==> config.mk <==
export PLATFORM = sky130hd
export DESIGN_NAME = sim_irq_ctrl
export DESIGN_NICKNAME = d
export VERILOG_FILES = /design/src/rtl/sim_pkg.sv /design/src/rtl/sim_flag_if.sv /design/src/rtl/sim_raw_flags.sv /design/src/rtl/sim_irq_ctrl.sv
export VERILOG_INCLUDE_DIRS = /design/src /design/src/rtl
export SDC_FILE = /design/constraint.sdc
export NUM_CORES = 1
export LEC_CHECK = 0
export CAP_MARGIN = 15
export CORE_ASPECT_RATIO = 2
export CORE_MARGIN = 4
export CORE_UTILIZATION = 46
export DETAILED_ROUTE_END_ITERATION = 8
export DONT_BUFFER_PORTS = 1
export PLACE_DENSITY = 0.58
export SYNTH_ARGS = -nofsm -noshare
export SYNTH_HDL_FRONTEND = slang
export SYNTH_SLANG_ARGS = --single-unit
==> constraint.sdc <==
create_clock -name clock_in -period 1.5 [get_ports clock_in]
set_input_delay 0 -clock clock_in [delete_from_list [all_inputs] [get_ports clock_in]]
set_output_delay 0 -clock clock_in [all_outputs]
set_load 0.02 [all_outputs]
==> src/rtl/sim_params.svh <==
// How it works
// - mask bit 6 promotes PLL lock flag
// - mask bit 5 promotes current limit flag
// - mask bit 4 promotes internal oscillator fault
// - mask bit 3 promotes main oscillator fault
// - mask bit 2 promotes regulator unregulated flag
// - mask bit 1 promotes brown-out flag
// - mask bit 0 promotes PLL fault flag
// - bits 31 to 7 reserved, read zero
// - masked status equals raw AND mask AND brown-out select gate
// - write one clears masked and raw bit
// - brown-out masked needs select bit cleared
// - PLL lock set by ready timer event
// - PLL fault set when PLL stops
// - raw flags set only by hardware detectors
`ifndef SIM_PARAMS_SVH
`define SIM_PARAMS_SVH
`define SIM_RAW_OFFSET 12'h050
`define SIM_MASK_OFFSET 12'h054
`define SIM_MASKED_OFFSET 12'h058
`define SIM_CTRL_OFFSET 12'h070
`define SIM_NUM_SRC 7
`define SIM_MASK_RESET 7'h00
`define SIM_RAW_RESET 7'h00
`define SIM_BOR_BIT 1
`define SIM_PLL_LOCK_BIT 6
`define SIM_PLL_FAULT_BIT 0
`define SIM_SEL_BIT 0
`endif

==> src/rtl/sim_pkg.sv <==
`include "sim_params.svh"
package sim_pkg;
    typedef logic [`SIM_NUM_SRC-1:0] sim_src_type;
    typedef enum logic [1:0] {
        SIM_SEL_RAW,
        SIM_SEL_MASK,
        SIM_SEL_MASKED,
        SIM_SEL_CTRL
    } sim_reg_sel_type;
endpackage

==> src/rtl/sim_flag_if.sv <==
`timescale 1ns/1ps
interface sim_flag_if;
    import sim_pkg::*;
    sim_src_type event_set;
    sim_src_type clear;
    sim_src_type raw;
    modport ctrl (output event_set, output clear, input raw);
    modport flags (input event_set, input clear, output raw);
endinterface

==> src/rtl/sim_raw_flags.sv <==
`timescale 1ns/1ps
`include "sim_params.svh"
module sim_raw_flags
    import sim_pkg::*;
(
    input wire logic clock_in,         // system clock
    input wire logic rst_in,           // async reset, active high
    input wire logic enable_in,        // clock enable
    sim_flag_if.flags flag_port        // set, clear and state
);
    sim_src_type raw;
    sim_src_type next_raw;
    // a detector event in the clearing cycle survives: set wins
    assign next_raw = flag_port.event_set | (raw & ~flag_port.clear);
    assign flag_port.raw = raw;

    genvar i;
    generate
        for (i = 0; i < `SIM_NUM_SRC; i++) begin : g_flag
            always_ff @(posedge clock_in or posedge rst_in) begin
                if (rst_in) begin
                    raw[i] <= 1'b0;
                end else if (enable_in) begin
                    raw[i] <= next_raw[i];
                end
            end
        end
    endgenerate
endmodule

==> src/rtl/sim_irq_ctrl.sv <==
// Added by the designer: the APB interface to the registers.
`timescale 1ns/1ps
`include "sim_params.svh"
module sim_irq_ctrl
    import sim_pkg::*;
(
    input wire logic clock_in,          // system clock, 40 MHz
    input wire logic rst_in,            // async reset, active high
    input wire logic enable_in,         // clock enable, freezes all state when low
    input wire logic [6:0] detect_in,   // detector pins: lock,curlim,iosc,mosc,ldo,bor,pllf
    input wire logic psel_in,           // apb select
    input wire logic penable_in,        // apb enable
    input wire logic pwrite_in,         // apb write
    input wire logic [11:0] paddr_in,   // apb byte address
    input wire logic [31:0] pwdata_in,  // apb write data
    output logic [31:0] prdata_out,     // apb read data
    output logic pready_out,            // apb ready
    output logic pslverr_out,           // apb error on unmapped address
    output logic irq_out                // level interrupt request
);
    // detectors live in other domains, so sync twice before use
    sim_src_type det_meta;
    sim_src_type det_sync;
    sim_src_type det_prev;
    sim_src_type det_rise;

    sim_src_type mask;
    logic brownout_irq_or_reset_sel;
    sim_src_type masked;
    sim_src_type w1c;
    sim_flag_if flag_bus ();

    wire access_setup = psel_in & ~penable_in;
    wire access_done = psel_in & penable_in & pready_out;
    wire wr_done = access_done & pwrite_in;
    wire [11:0] word_addr = {paddr_in[11:2], 2'b00};
    wire hit_raw = word_addr == `SIM_RAW_OFFSET;
    wire hit_mask = word_addr == `SIM_MASK_OFFSET;
    wire hit_masked = word_addr == `SIM_MASKED_OFFSET;
    wire hit_ctrl = word_addr == `SIM_CTRL_OFFSET;
    wire hit_any = hit_raw | hit_mask | hit_masked | hit_ctrl;

    function automatic sim_reg_sel_type decode_sel(input logic r, input logic m, input logic c);
        decode_sel = r ? SIM_SEL_RAW : (m ? SIM_SEL_MASK : (c ? SIM_SEL_CTRL : SIM_SEL_MASKED));
    endfunction

    wire sim_reg_sel_type rd_sel = decode_sel(hit_raw, hit_mask, hit_ctrl);

    // event on rising edge of a detector level; a held level does not re-set after clear
    assign det_rise = det_sync & ~det_prev;
    assign flag_bus.event_set = det_rise;

    // only masked bits are clearable, so clearing acts through the masked view
    assign w1c = (wr_done && hit_masked) ? (pwdata_in[`SIM_NUM_SRC-1:0] & masked) : '0;
    assign flag_bus.clear = w1c;

    // brown-out only reports while the select steers it to an interrupt
    wire sim_src_type gate = {{(`SIM_NUM_SRC-2){1'b1}}, ~brownout_irq_or_reset_sel, 1'b1};
    assign masked = flag_bus.raw & mask & gate;
    wire next_irq = |masked;

    logic [31:0] rd_word;
    always_comb begin
        rd_word = 32'h0000_0000;
        unique case (rd_sel)
            SIM_SEL_RAW: rd_word[`SIM_NUM_SRC-1:0] = flag_bus.raw;
            SIM_SEL_MASK: rd_word[`SIM_NUM_SRC-1:0] = mask;
            SIM_SEL_MASKED: rd_word[`SIM_NUM_SRC-1:0] = masked;
            SIM_SEL_CTRL: rd_word[`SIM_SEL_BIT] = brownout_irq_or_reset_sel;
        endcase
    end

    sim_raw_flags u_flags (
        .clock_in(clock_in),
        .rst_in(rst_in),
        .enable_in(enable_in),
        .flag_port(flag_bus.flags)
    );

    always_ff @(posedge clock_in or posedge rst_in) begin
        if (rst_in) begin
            det_meta <= '0;
            det_sync <= '0;
            det_prev <= '0;
        end else if (enable_in) begin
            det_meta <= detect_in;
            det_sync <= det_meta;
            det_prev <= det_sync;
        end
    end

    always_ff @(posedge clock_in or posedge rst_in) begin
        if (rst_in) begin
            mask <= `SIM_MASK_RESET;
            brownout_irq_or_reset_sel <= 1'b0;
        end else if (enable_in && wr_done) begin
            // reserved bits 31..7 are dropped on write and read back zero
            if (hit_mask) begin
                mask <= pwdata_in[`SIM_NUM_SRC-1:0];
            end
            if (hit_ctrl) begin
                brownout_irq_or_reset_sel <= pwdata_in[`SIM_SEL_BIT];
            end
        end
    end

    // no wait state: ready rises in the first access cycle, data registered with it
    always_ff @(posedge clock_in or posedge rst_in) begin
        if (rst_in) begin
            pready_out <= 1'b0;
            prdata_out <= 32'h0000_0000;
            pslverr_out <= 1'b0;
            irq_out <= 1'b0;
        end else if (enable_in) begin
            irq_out <= next_irq;
            pready_out <= access_setup;
            pslverr_out <= access_setup & ~hit_any;
            if (access_setup) begin
                prdata_out <= (hit_any && !pwrite_in) ? rd_word : 32'h0000_0000;
            end
        end
    end
endmodule

==> metrics <==
outcome=finished, final reports clean; Detailed Route WL=4440 um; initial core utilization=46.9%; met2 track utilization from global routing=28.2%; post-layout worst setup margin=120 ps; Syn. warnings=0; capture instance of the worst register-to-register path=mask[2]; sequential share of the synthesized area=50.4%; clock transition at the registers of the reported paths=80 ps; global-route met1 utilization=16.0%; number of buffers created by CTS=5; initial antenna violation count=0; most frequent cell after synthesis=dfrtp_1; insertion delay of the later-clocked pin in the worst-skew pair=300 ps; Period minus WS final=1380 ps; Primary FF master, synth=dfrtp_1; largest family of logic cells by synthesized area=multiplexers; total count of hold-check failures in the final report=0; Yosys cell types=37; Critical Path Source Type=register; ratio of total power to cell area=942 nW/um2; post-synth design cell area=2280 um2; worst-margin pin slew=574 ps; Data required, critical path=1680 ps; relative slew slack=61.7%; Avg Inst Size Synth=10.9 um2; Setup-failing EPs final=0; category of the most critical setup path=reg -> reg; type of the most critical hold path=in -> reg; remaining number of nets flagged by the antenna check after routing=0; adder and majority gate portion of the synthesized area=0%; number of maximum-capacitance violations=0; top post-synthesis cells by count=dfrtp_1, mux2_2, buf_4, nand2_1, o21ai_0; critical path peak fanout=7; final non-filler cell total=290; die extent in x=57.8 um; 1st-iter DRT viols=54; unrepaired setup endpoints after global routing=false; number of clock sinks=46; worst-case register-to-register setup slack=120 ps; Detailed Place HPWL=3210 um; number of instances on the worst hold path=3; Clock Root Buffer=clkbuf_8; first-pass GRT wire length=7450 um; crit path DAT=1560 ps; Seq cells post-synth=46; maximum frequency from static timing analysis=725 MHz; Filler cells=464; clock skew after layout=7.62 ps; maximum number of pins on one net before global-route repair=47; total global routing track utilization=15.7%; final weighted congestion in routability-driven placement=0.756; vertical extent of the die=108 um; final worst-path cycle share=92.0%; CTS tree=yes; number of buffers inserted by port buffering=0; Vias=1529; startpoint of the most critical hold path=paddr_in[2]; CORE AREA=4860 um2; # DRC=0; Final Max Tran Viols=0; number of core rows=36; met3 layer usage reported by global route=4.08%; TritonRoute pass-1 iters=4; r2r startpoint=pready_out; relative area change from synthesis to final layout=11.5%; top-area cell type share of the netlist area=50.4%; peak supply drop=0.762 mV; share of async-settable or async-resettable flops after synthesis=100%; Lkg Pwr=1.12 nW; Setup WS pre-CTS=86.4 ps; routed length per instance=15.3 um; Max Root-Sink Buffers=2; compound-cell area share of the yosys netlist=10.6%; total gr overflow=0; post-placement cell count=262; multiplexer area fraction after synthesis=13.8%; antenna diode count=0; highest-utilization routing layer at the global route stage=met2; layout cells sized above 1=18.5%; number of global-route vias before repair=1596; cell taking the most area after synthesis=dfrtp_1; # nets final=290; number of enable flip-flop cells after synthesis=0; final setup TNS=0 ps; Max H-tree Level=2; sort of element at the end of the critical path=register; simple-gate area share of the yosys netlist=13.4%; parity-gate share of the synthesized area counting xor and xnor cells=0.384%; DIE AREA=6220 um2; cells resized by post-CTS repair=0; worst r2r path cells=4; final hold slack=14.8 ps; top cells by area in the synthesized netlist=dfrtp_1, mux2_2, buf_4; routed via count divided by cell count=5.27; IO Count=92; synthesized instance count=210; Min-Delay Endpoint=brownout_irq_or_reset_sel
-- placed cells by master, fill, tap and decap left out, drive strengths merged, types with 2 or more instances in the layout --
cell	n
o31ai	2
nand3b	8
dlygate4sd3	19
nand2b	2
nand4b	2
dfrtp	46
conb	25
inv	10
clkbuf	7
nand2	25
and3	2
nor3	2
o21ai	19
nor2	5
nor4b	2
a21oi	2
a22oi	6
a31oi	2
mux2	28
buf	5
-- layer usage --
metal  routed length (um)  up-vias
met5                    0        -
met3                  332        9
met1                 1530      742
met4                  122        0
li1                     -      722
met2                 2460       56
-- metrics by stage --
stage	power (mW)	util [%]	area, um2
4_1_cts	2.43	52.2	2540
3_3_place_gp	1.64	46.3	2250
2_1_floorplan	1.67	-	2370
6_report	2.40	52.3	2550
3_5_place_dp	1.65	46.3	2250
5_1_grt	2.52	52.3	2550
-- worst max-delay path: stages (launching register included) --
cell and delay, ps:
dfrtp_1 400, nand2_1 90, nor3_1 210, nand3b_2 230, mux2_2 340
-- power breakdown --
part | switching, mW | total (mW) | internal (mW) | leakage (nW)
combinational | 0.158 | 0.307 | 0.149 | 0.524
clock | 0.388 | 0.710 | 0.321 | 0.0383
sequential | 0.0535 | 1.38 | 1.33 | 0.556
total | 0.600 | 2.40 | 1.80 | 1.12
-- sequential cells by signal (all words and copies together) (netlist names) --
register                   count
irq_out                        1
det_prev                       7
mask                           7
det_sync                       7
pready_out                     1
pslverr_out                    1
prdata_out                     7
u_flags.flag_port.raw          7
brownout_irq_or_reset_sel      1
det_meta                       7
-- timing repair --
item / 4_1_cts / 5_1_grt
hold endpoints to repair: 92 / 0
hold buffers: 20 / 0
buffers inserted: 0 / 1
setup endpoints to repair: 0 / 3
-- cells by family after synthesis --
kind of cell	Yosys count
xor gates and xnor gates	1
DFF	46
and+or+nand+nor	53
buffers and inverters	43
other	1
muxes	28
AOI/OAI and AO/OA	38
-- how the worst max path moves through the flow --
stage                                to       start  slack, ps  cells after the start
2_1_floorplan                   mask[0]  pready_out        150                      4
3_3_place_gp   u_flags.flag_port.raw[1]  pready_out         90                      4
3_5_place_dp   u_flags.flag_port.raw[1]  pready_out         90                      4
4_1_cts        u_flags.flag_port.raw[1]  pready_out         70                      4
5_1_grt                         mask[0]  pready_out         30                      4
6_report                        mask[2]  pready_out        120                      4
-- final cells by class --
class                   instances  area (um2)  share of cell area (%)
clock buffers                   7        76.3                    3.00
flip-flops and latches         46        1150                    45.2
repair buffers                 24         240                    9.43
inverters                      11        41.3                    1.62
multi-input cells             145         966                    37.9
well taps                      57        71.3                    2.80
Power figures use the tool's default switching activity.
